### src/pwmc_regs.svh
/*
  register map, field positions and reset values of the pwm channel block.
  assumes word-aligned avalon byte addresses; index = address[7:2].
*/
`ifndef PWMC_REGS_SVH
`define PWMC_REGS_SVH

// ----------------------------------------------------------------------
// word indices of control registers (group 0)
// ----------------------------------------------------------------------
`define PWMC_IDX_ENABLE 6'h00
`define PWMC_IDX_POL 6'h01
`define PWMC_IDX_CLKSEL 6'h02
`define PWMC_IDX_ALIGN 6'h03
`define PWMC_IDX_JOIN 6'h04
`define PWMC_IDX_PINS 6'h05

// ----------------------------------------------------------------------
// per-channel groups: index[5:3] selects group, index[2:0] the channel
// ----------------------------------------------------------------------
`define PWMC_GRP_CTRL 3'h0
`define PWMC_GRP_CNT 3'h1
`define PWMC_GRP_PER 3'h2
`define PWMC_GRP_DTY 3'h3
`define PWMC_MEM_DTY_OFS 4'h8

// ----------------------------------------------------------------------
// reset values
// ----------------------------------------------------------------------
`define PWMC_RST_CTRL 8'h00
`define PWMC_RST_JOIN 4'h0
`define PWMC_RST_BUF 8'h00

`endif

### src/pwmc_pkg.sv
/*
  types shared by the pwm channel block: bus request, tick inputs,
  channel state and per-channel configuration carrier.
  assumes nothing of its surroundings.
*/
package pwmc_pkg;

  // ----------------------------------------------------------------------
  // carriers
  // ----------------------------------------------------------------------
  typedef struct packed {
    logic [7:0] address;
    logic read;
    logic write;
    logic [31:0] writedata;
    logic [3:0] byteenable;
  } pwmc_avs_req_t;

  typedef struct packed {
    logic a;
    logic sa;
    logic b;
    logic sb;
  } pwmc_ticks_t;

  typedef struct packed {
    logic en;
    logic tick;
    logic center;
    logic pol;
    logic clr;
    logic [15:0] per;
    logic [15:0] dty;
  } pwmc_core_cfg_t;

  // ----------------------------------------------------------------------
  // state
  // ----------------------------------------------------------------------
  typedef struct packed {
    logic [15:0] cnt;
    logic [15:0] per;
    logic [15:0] dty;
    logic down;
    logic out;
  } pwmc_chan_t;

  typedef enum logic [1:0] {PWMC_IDLE, PWMC_GRAB, PWMC_DONE} pwmc_bus_ph_t;

endpackage : pwmc_pkg

### src/pwmc_bus.sv
/*
  avalon-mm wait-state sequencer: each request sees waitrequest high for
  two cycles, then low for one; access pulses in the cycle before that.
  assumes the master holds its request until waitrequest is sampled low.
*/
`timescale 1ns/10ps
module pwmc_bus import pwmc_pkg::*; (
  input wire logic clk,
  input wire logic nrst,
  input wire logic req,
  output logic waitrequest,
  output logic access
);

  typedef struct packed {
    pwmc_bus_ph_t ph;
    logic waitreq;
  } pwmc_bus_st_t;

  pwmc_bus_st_t st;
  pwmc_bus_st_t next_st;

  // ----------------------------------------------------------------------
  // sequencer
  // ----------------------------------------------------------------------
  // the extra cycle lets the buffer memory present registered read data
  always_comb begin
    next_st = st;
    unique case (st.ph)
      PWMC_IDLE: if (req) next_st.ph = PWMC_GRAB;
      PWMC_GRAB: begin
        next_st.ph = PWMC_DONE;
        next_st.waitreq = 1'b0;
      end
      PWMC_DONE: begin
        next_st.ph = PWMC_IDLE;
        next_st.waitreq = 1'b1;
      end
    endcase
  end

  always_ff @(posedge clk or negedge nrst) begin
    if (!nrst) begin
      st <= '{ph: PWMC_IDLE, waitreq: 1'b1};
    end else begin
      st <= next_st;
    end
  end

  // kept in its bus polarity so the slave output has no gate after its flop
  assign waitrequest = st.waitreq;
  assign access = (st.ph == PWMC_GRAB);
endmodule : pwmc_bus

### src/pwmc_mem.sv
/*
  sixteen-byte buffer store for period (0..7) and duty (8..15) values,
  registered read port plus all words in parallel for the channels.
  assumes one write per cycle at most.
*/
`timescale 1ns/10ps
`include "pwmc_regs.svh"
module pwmc_mem import pwmc_pkg::*; (
  input wire logic clk,
  input wire logic nrst,
  input wire logic we,
  input wire logic [3:0] addr,
  input wire logic [7:0] wdata,
  output logic [7:0] rdata,
  output logic [15:0][7:0] words
);

  typedef struct packed {
    logic [15:0][7:0] word;
    logic [7:0] rdata;
  } pwmc_mem_st_t;

  pwmc_mem_st_t st;
  pwmc_mem_st_t next_st;

  always_comb begin
    next_st = st;
    next_st.rdata = st.word[addr];
    if (we) next_st.word[addr] = wdata;
  end

  always_ff @(posedge clk or negedge nrst) begin
    if (!nrst) begin
      st <= '{word: {16{`PWMC_RST_BUF}}, rdata: 8'h00};
    end else begin
      st <= next_st;
    end
  end

  assign rdata = st.rdata;
  assign words = st.word;

endmodule : pwmc_mem

### src/pwmc_top.sv
/*
  eight-channel 8-bit pwm waveform core with pair joining into 16-bit
  channels, left/center alignment and boundary handling, behind an
  avalon-mm slave with waitrequest.
  assumes the prescaled clocks a, sa, b, sb arrive as one-cycle tick
  pulses synchronous to clk; they are produced elsewhere.
*/
// Design decisions made here: the register addresses and the Avalon-MM slave port.
`timescale 1ns/10ps
`include "pwmc_regs.svh"

// Functional notes
// alignment bit clear gives left-aligned output, set gives center-aligned.
// left mode counts up only; duty match toggles the output.
// left mode period match clears counter and output, loads buffered values.
// left mode counts 0 to period minus one; frequency is clock over period.
// software sets alignment before enabling; switching while running is irregular.
// center mode counts up and down; direction forced up at zero.
// center mode period match turns count down without clearing counter.
// center mode toggles output at duty match going up and going down.
// center mode reaching zero going down turns up and loads buffers.
// center mode period is twice the period value.
// four join bits merge pairs 0/1, 2/3, 4/5, 6/7 into 16-bit channels.
// software changes a join bit only with both pair channels disabled.
// in a pair the even channel holds the high byte, odd the low.
// joined channel uses odd channel clock pick, polarity and output pin.
// joined channel enabled by odd bit only; even output held disabled.
// joined mode: writing either counter byte clears the whole 16-bit counter.
// software reads a joined counter with one coherent access; the code returns it one byte per read, high at the even index.
// joined channel alignment comes from odd channel; even bit ignored.
// zero duty with nonzero period: output low if polarity 1, else high.
// zero period holds counter at zero; output equals polarity.
// duty at or above period: output equals polarity, all modes and widths.
// polarity set starts high and drops at duty; clear starts low.
// joined mode compares and checks boundaries on full 16-bit values.
module pwmc_top import pwmc_pkg::*; (
  input wire logic clk,
  input wire logic nrst,
  input wire pwmc_avs_req_t avs_req,
  output logic [31:0] avs_readdata,
  output logic avs_waitrequest,
  input wire pwmc_ticks_t ticks,
  output logic [7:0] wave_pin
);

  // ----------------------------------------------------------------------
  // state
  // ----------------------------------------------------------------------
  typedef struct packed {
    logic [7:0] channel_enable;
    logic [7:0] polarity_reg;
    logic [7:0] channel_clock_pick;
    logic [7:0] alignment_select_reg;
    logic [3:0] pair_join_control_reg;
    logic [31:0] rdata;
    logic [7:0] pins;
    pwmc_chan_t [7:0] ch;
  } pwmc_top_st_t;

  pwmc_top_st_t st;
  pwmc_top_st_t next_st;
  pwmc_core_cfg_t [7:0] cfg;
  logic [7:0] clr;
  logic [7:0] rbyte;
  logic access;
  logic mem_we;
  logic [7:0] mem_rdata;
  logic [15:0][7:0] mem_words;
  logic [5:0] idx;
  logic [2:0] grp;
  logic [2:0] chn;

  assign idx = avs_req.address[7:2];
  assign grp = idx[5:3];
  assign chn = idx[2:0];

  // ----------------------------------------------------------------------
  // functions
  // ----------------------------------------------------------------------
  // channels 0,1,4,5 use a/sa, channels 2,3,6,7 use b/sb
  function automatic logic chan_tick(input logic [2:0] n, input logic pick,
                                     input pwmc_ticks_t t);
    logic r;
    r = n[1] ? (pick ? t.sb : t.b) : (pick ? t.sa : t.a);
    return r;
  endfunction : chan_tick

  // channel whose counter a counter write clears
  function automatic logic [2:0] clr_target(input logic [2:0] n, input logic [3:0] jn);
    logic [2:0] r;
    r = jn[n[2:1]] ? {n[2:1], 1'b1} : n;
    return r;
  endfunction : clr_target

  // waveform level from the active compare values
  function automatic logic wave_level(input pwmc_chan_t c, input pwmc_core_cfg_t f);
    logic r;
    // a level compare, not a toggle, so a skipped match cannot leave the wave inverted
    if (!f.en) r = 1'b0;
    else if (c.per == 16'h0000) r = f.pol;
    else if (c.dty == 16'h0000) r = !f.pol;
    else if (c.dty >= c.per) r = f.pol;
    else if (c.down) r = (c.cnt <= c.dty) ? f.pol : !f.pol;
    else r = (c.cnt < c.dty) ? f.pol : !f.pol;
    return r;
  endfunction : wave_level

  // one clock of a channel counter
  function automatic pwmc_chan_t step_chan(input pwmc_chan_t c, input pwmc_core_cfg_t f);
    pwmc_chan_t n;
    logic load;
    logic dn;
    n = c;
    load = 1'b0;
    dn = (c.cnt == 16'h0000) ? 1'b0 : c.down;
    n.out = wave_level(c, f);
    if (f.clr) begin
      n.cnt = 16'h0000;
      n.down = 1'b0;
      load = 1'b1;
    end else if (!f.en) begin
      // stopped; new buffer values pass straight through
      load = 1'b1;
      if (f.tick && f.per == 16'h0000) n.cnt = 16'h0000;
    end else if (c.per == 16'h0000) begin
      // parked at zero even between ticks, so a late enable never shows an old count
      n.cnt = 16'h0000;
    end else if (f.tick) begin
      if (!f.center) begin
        if (c.cnt >= c.per - 16'h0001) begin
          n.cnt = 16'h0000;
          load = 1'b1;
        end else begin
          n.cnt = c.cnt + 16'h0001;
        end
      end else begin
        n.down = dn;
        if (!dn && c.cnt < c.per) begin
          n.cnt = c.cnt + 16'h0001;
        end else if (c.cnt == 16'h0001) begin
          // bottom reached (also the turn when period is one)
          n.cnt = 16'h0000;
          n.down = 1'b0;
          load = 1'b1;
        end else begin
          n.cnt = c.cnt - 16'h0001;
          n.down = 1'b1;
        end
      end
    end
    if (load) begin
      n.per = f.per;
      n.dty = f.dty;
    end
    return n;
  endfunction : step_chan

  // ----------------------------------------------------------------------
  // bus sequencing and buffer store
  // ----------------------------------------------------------------------
  pwmc_bus pwmc_bus_i (
    .clk(clk),
    .nrst(nrst),
    .req(avs_req.read || avs_req.write),
    .waitrequest(avs_waitrequest),
    .access(access)
  );

  assign mem_we = access && avs_req.write && avs_req.byteenable[0]
                  && (grp == `PWMC_GRP_PER || grp == `PWMC_GRP_DTY);

  // period and duty are double buffered: software writes land here only
  pwmc_mem pwmc_mem_i (
    .clk(clk),
    .nrst(nrst),
    .we(mem_we),
    .addr(idx[3:0]),
    .wdata(avs_req.writedata[7:0]),
    .rdata(mem_rdata),
    .words(mem_words)
  );

  // ----------------------------------------------------------------------
  // next state
  // ----------------------------------------------------------------------
  always_comb begin
    next_st = st;
    cfg = '0;
    clr = 8'h00;
    rbyte = 8'h00;

    // register writes
    if (access && avs_req.write && avs_req.byteenable[0]) begin
      if (grp == `PWMC_GRP_CTRL) begin
        case (idx)
          `PWMC_IDX_ENABLE: next_st.channel_enable = avs_req.writedata[7:0];
          `PWMC_IDX_POL: next_st.polarity_reg = avs_req.writedata[7:0];
          `PWMC_IDX_CLKSEL: next_st.channel_clock_pick = avs_req.writedata[7:0];
          `PWMC_IDX_ALIGN: next_st.alignment_select_reg = avs_req.writedata[7:0];
          `PWMC_IDX_JOIN: next_st.pair_join_control_reg = avs_req.writedata[3:0];
          default: ;
        endcase
      end
      if (grp == `PWMC_GRP_CNT) clr[clr_target(chn, st.pair_join_control_reg)] = 1'b1;
    end

    // register reads; reserved bits read zero
    if (grp == `PWMC_GRP_CTRL) begin
      case (idx)
        `PWMC_IDX_ENABLE: rbyte = st.channel_enable;
        `PWMC_IDX_POL: rbyte = st.polarity_reg;
        `PWMC_IDX_CLKSEL: rbyte = st.channel_clock_pick;
        `PWMC_IDX_ALIGN: rbyte = st.alignment_select_reg;
        `PWMC_IDX_JOIN: rbyte = {4'h0, st.pair_join_control_reg};
        `PWMC_IDX_PINS: rbyte = st.pins;
        default: rbyte = 8'h00;
      endcase
    end else if (grp == `PWMC_GRP_CNT) begin
      if (st.pair_join_control_reg[chn[2:1]]) begin
        // even index returns high byte of the odd channel's 16-bit count
        rbyte = chn[0] ? st.ch[chn].cnt[7:0] : st.ch[{chn[2:1], 1'b1}].cnt[15:8];
      end else begin
        rbyte = st.ch[chn].cnt[7:0];
      end
    end else if (grp == `PWMC_GRP_PER || grp == `PWMC_GRP_DTY) begin
      rbyte = mem_rdata;
    end
    if (access && avs_req.read) next_st.rdata = {24'h000000, rbyte};

    // channel configuration and counters
    for (int i = 0; i < 8; i++) begin
      logic j;
      logic odd;
      logic [2:0] ci;
      logic [2:0] hi;
      j = st.pair_join_control_reg[i / 2];
      odd = (i % 2) == 1;
      ci = 3'(i);
      hi = 3'(i & 6);
      // even half of a joined pair stays off whatever its enable says
      cfg[i].en = j ? (odd && st.channel_enable[i]) : st.channel_enable[i];
      cfg[i].tick = chan_tick(ci, st.channel_clock_pick[i], ticks);
      cfg[i].center = st.alignment_select_reg[i];
      cfg[i].pol = st.polarity_reg[i];
      cfg[i].clr = clr[i];
      if (j && odd) begin
        cfg[i].per = {mem_words[hi], mem_words[ci]};
        cfg[i].dty = {mem_words[{1'b1, hi}], mem_words[{1'b1, ci}]};
      end else begin
        cfg[i].per = {8'h00, mem_words[ci]};
        cfg[i].dty = {8'h00, mem_words[{1'b1, ci}]};
      end
      next_st.ch[i] = step_chan(st.ch[i], cfg[i]);
      next_st.pins[i] = st.ch[i].out;
    end
  end

  // ----------------------------------------------------------------------
  // registers
  // ----------------------------------------------------------------------
  always_ff @(posedge clk or negedge nrst) begin
    if (!nrst) begin
      st <= '{channel_enable: `PWMC_RST_CTRL, polarity_reg: `PWMC_RST_CTRL,
              channel_clock_pick: `PWMC_RST_CTRL, alignment_select_reg: `PWMC_RST_CTRL,
              pair_join_control_reg: `PWMC_RST_JOIN, rdata: 32'h00000000,
              pins: 8'h00, ch: '0};
    end else begin
      st <= next_st;
    end
  end

  assign avs_readdata = st.rdata;
  assign wave_pin = st.pins;

  for (genvar k = 0; k < 8; k++) begin : g_chk

  end

  for (genvar p = 0; p < 4; p++) begin : g_pair

  end
endmodule : pwmc_top
### config.mk
export PLATFORM = sky130hd
export DESIGN_NAME = pwmc_top
export DESIGN_NICKNAME = d
export VERILOG_FILES = /design/src/pwmc_pkg.sv /design/src/pwmc_bus.sv /design/src/pwmc_mem.sv /design/src/pwmc_top.sv
export VERILOG_INCLUDE_DIRS = /design/src
export SDC_FILE = /design/constraint.sdc
export NUM_CORES = 2
export LEC_CHECK = 0
export ABC_AREA = 1
export BUFFER_PORTS_ARGS = -buffer_cell sky130_fd_sc_hd__buf_2
export CAP_MARGIN = 25
export CORE_MARGIN = 2
export CORE_UTILIZATION = 40
export DETAILED_ROUTE_END_ITERATION = 8
export SETUP_SLACK_MARGIN = 0.05
export SLEW_MARGIN = 20
export SYNTH_ARGS = -nofsm -noshare
export SYNTH_HDL_FRONTEND = slang
export SYNTH_HIERARCHICAL = 1
export SYNTH_SLANG_ARGS = --single-unit
### constraint.sdc
create_clock -name clk -period 4.1 [get_ports clk]
set_input_delay 0.205 -clock clk [delete_from_list [all_inputs] [get_ports clk]]
set_output_delay 0.205 -clock clk [all_outputs]
set_load 0.02 [all_outputs]
==> flow_metrics.py <==
metrics = {
    "power": {
        "p_seq_share_pct": 34.8,
        "p_total_w": 0.0176,
        "power_frac_comb_pct": 29.2,
        "p_leak_nw": 25.4,
        "switchingPower_w": 0.00649,
        "power_frac_clock_pct": 36.0,
        "powerDensity_mw_per_mm2": 376,
        "vdd_ir_drop_max_mv": 0.291,
        "power_switching_share_pct": 37.0,
        "internal_power_w": 0.0111,
    },
    "routing": {
        "drtPass1Iterations": 6,
        "drc": 0,
        "wl_per_cell_um": 18.4,
        "vias": 40900,
        "routed_wl_um": 141000,
        "antenna_left": 0,
        "drt_iter0_markers": 3840,
        "viasPerCell": 5.33,
    },
    "layout": {
        "layout_common_cells": "2061 x nand2_1, 694 x inv_1, 526 x dfrtp_1",
        "fill_cells": 11100,
        "nets": 6727,
        "syn2layout_area_growth_pct": 8.63,
        "seq_area_mm2": 0.0132,
        "multi_input_area_mm2": 0.0259,
        "n_antenna_cell": 0,
        "drive_gt1_share_pct": 5.01,
        "final_common_cell": "nand2_1",
    },
    "sta": {
        "fin_crit_ns": 3.71,
        "fmax_mhz": 270,
        "final_max_slew_viol_count": 0,
        "rsz0062_at_grt": "no",
        "worst_pin_slew_ns": 1.07,
        "final.setup_skew_ns": 0.0382,
        "finalHoldViolations": 0,
        "final.setup.tns_ns": 0,
        "relSlewSlack_pct": 28.4,
        "setup_viol": 0,
        "finalCritPeriodShare_pct": 90.4,
    },
    "cts": {
        "root_buffer": "clkbuf_16",
        "cts_buffers": 66,
        "post_cts_buffers": 0,
        "clk_pin_slew_worst_paths_ns": 0.06,
        "cts_tree": "built",
        "clock-sinks": 527,
        "worstSkewPairLatency_ns": 0.65,
        "htreeDepth": 3,
        "clock_path_buffers": 3,
    },
    "yosys": {
        "synth-seq-cells": 527,
        "synth_async_sr_flop_share_pct": 100,
        "yosys_warnings": 6,
        "seq_area_frac_synth_pct": 30.7,
        "synthCells": 6267,
        "synth_cell_types": 58,
        "mappedNetlistArea_mm2": 0.0430,
        "synth_edf_count": 0,
        "synth_ff_type": "dfrtp_1",
        "syn_avg_cell_area_um2": 6.85,
    },
    "setup_path": {
        "crit_fanout": 32,
        "reg2reg_depth": 19,
        "arrival_ns": 4.22,
        "cp-start-kind": "flop",
        "required_ns": 4.62,
        "end_kind": "flop",
        "crit_type": "reg2reg",
        "ff2ff_setup_slack_ns": 0.39,
    },
    "floorplan": {
        "die_width_um": 332,
        "rows": 120,
        "core_area_mm2": 0.107,
        "dieArea_mm2": 0.110,
        "start_util_pct": 40.2,
        "die_height_um": 332,
        "io-pin-count": 93,
    },
    "global_route": {
        "track_usage_pct": 25.4,
        "overflow": 0,
        "antenna_found_initial": 10,
        "grt_pass1_vias": 38400,
        "grt_max_degree": 87,
        "grt_pass1_wl_um": 222000,
    },
    "placement": {
        "dp_hpwl_um": 107000,
        "gp_congestion": 0.991,
        "io_buffers": 39,
    },
    "hold_path": {
        "hold_path.class": "in2reg",
        "holdPathStages": 3,
    },
    "run": {
        "cap_viol_max_count": 0,
    },
    "status": {
        "status": "finished, final reports clean",
    },
}
-- final timing paths --
path                                   start     endpoint
worst min register to register  next_st[402]  wave_pin[2]
max in group asynchronous               nrst      st[181]
worst min-delay path              avs_req[5]      cfg[71]
worst max-delay path                 st[368]      st[382]
worst max register to register       st[368]      st[382]
min in group asynchronous               nrst      st[219]
-- state kept, by name, summed over array words and instances (netlist names) --
signal,cells
cfg,20
pwmc_bus_i/st,2
wave_pin,8
pwmc_mem_i/rdata,8
st,344
pwmc_bus_i/waitrequest,1
pwmc_mem_i/words,128
avs_readdata,8
next_st,8
-- timing repair --
item / 4_1_cts / 5_1_grt
endpoints found under the setup margin: 0 / 112
resized for setup: 0 / 9
endpoints found under the hold margin: 107 / 0
hold buffers: 9 / 0
-- final cells by class --
class | count | area share [%]
Multi-Input combinational cell | 4809 | 55.6
Sequential cell | 527 | 28.3
Inverter | 715 | 5.75
Clock buffer | 86 | 3.91
Tap cell | 1403 | 3.76
Timing Repair Buffer | 105 | 1.79
Clock inverter | 27 | 0.965
-- per-layer routing --
metal / up-vias / GRT usage [%] / share of wire, %
met4: 12 / 7.77 / 3.1
met3: 223 / 4.25 / 7.0
met1: 19200 / 35.9 / 46
met5: - / 0 / 0.048
met2: 1297 / 39.4 / 44
li1: 20200 / - / -
-- worst max-delay path: stages (launching register included) --
cell and delay [ns]:
dfrtp_1 0.47, inv_1 0.15, ha_1 0.24, nand2_1 0.10
nor2_1 0.26, nand3_1 0.21, nor3_1 0.21, xor2_1 0.16
inv_1 0.05, ha_1 0.26, nand2_1 0.08, nor4_2 0.38
nand3_1 0.12, nand3_1 0.12, nand2_1 0.12, nand2_1 0.14
nand2_2 0.07, buf_4 0.25, nand3_1 0.11, nand2_1 0.06
-- metrics by stage --
| stage | utilization, % | worst slack (ns) | std cells | area [µm²] | hold slack (ns) |
|---|---|---|---|---|---|
| finish | 43.7 | 0.394 | 7672 | 46700 | 0.0247 |
| global route | 43.7 | 0.0810 | 7672 | 46700 | 0.0305 |
| CTS | 43.7 | 0.230 | 7671 | 46600 | 0.00966 |
| detailed placement | 41.4 | 0.257 | 7549 | 44200 | 0.312 |
| global placement | 41.4 | 0.334 | 7549 | 44200 | 0.312 |
| floorplan | - | 0.989 | 6290 | 43000 | -0.0906 |
-- power by group through the flow --
stage	Sequential, W	Clock (W)	Combinational, W
2_1_floorplan	0.00592	0	0.00383
3_3_place_gp	0.00618	0	0.00497
3_5_place_dp	0.00618	0	0.00507
4_1_cts	0.00609	0.00642	0.00511
5_1_grt	0.00615	0.00660	0.00589
6_report	0.00611	0.00631	0.00513
-- Yosys cell counts, types with 46 or more instances --
| cell type | n | share of area, % |
|---|---|---|
| a21oi_1 | 261 | 3.0 |
| buf_2 | 108 | 1.3 |
| buf_4 | 51 | 0.89 |
| clkbuf_1 | 61 | 0.53 |
| dfrtp_1 | 526 | 31 |
| ha_1 | 451 | 13 |
| inv_1 | 694 | 6.1 |
| nand2_1 | 2061 | 18 |
| nand3_1 | 453 | 5.3 |
| nand4_1 | 80 | 1.2 |
| nor2_1 | 485 | 4.2 |
| nor3_1 | 94 | 1.1 |
| nor4_1 | 55 | 0.80 |
| o21ai_0 | 331 | 3.9 |
| o22ai_1 | 46 | 0.67 |
| xor2_1 | 187 | 3.8 |
-- logic make-up after synthesis --
logic type | share of synthesized area (%)
XOR/XNOR | 4.30
AND/OR/NAND/NOR | 32.7
flip-flops | 30.7
adder cells (fa/ha/maj) | 13.1
other | 0.00873
AO/OA/AOI/OAI | 9.85
buffers and inverters | 9.26
No activity file was read; power rests on OpenSTA's default activity.
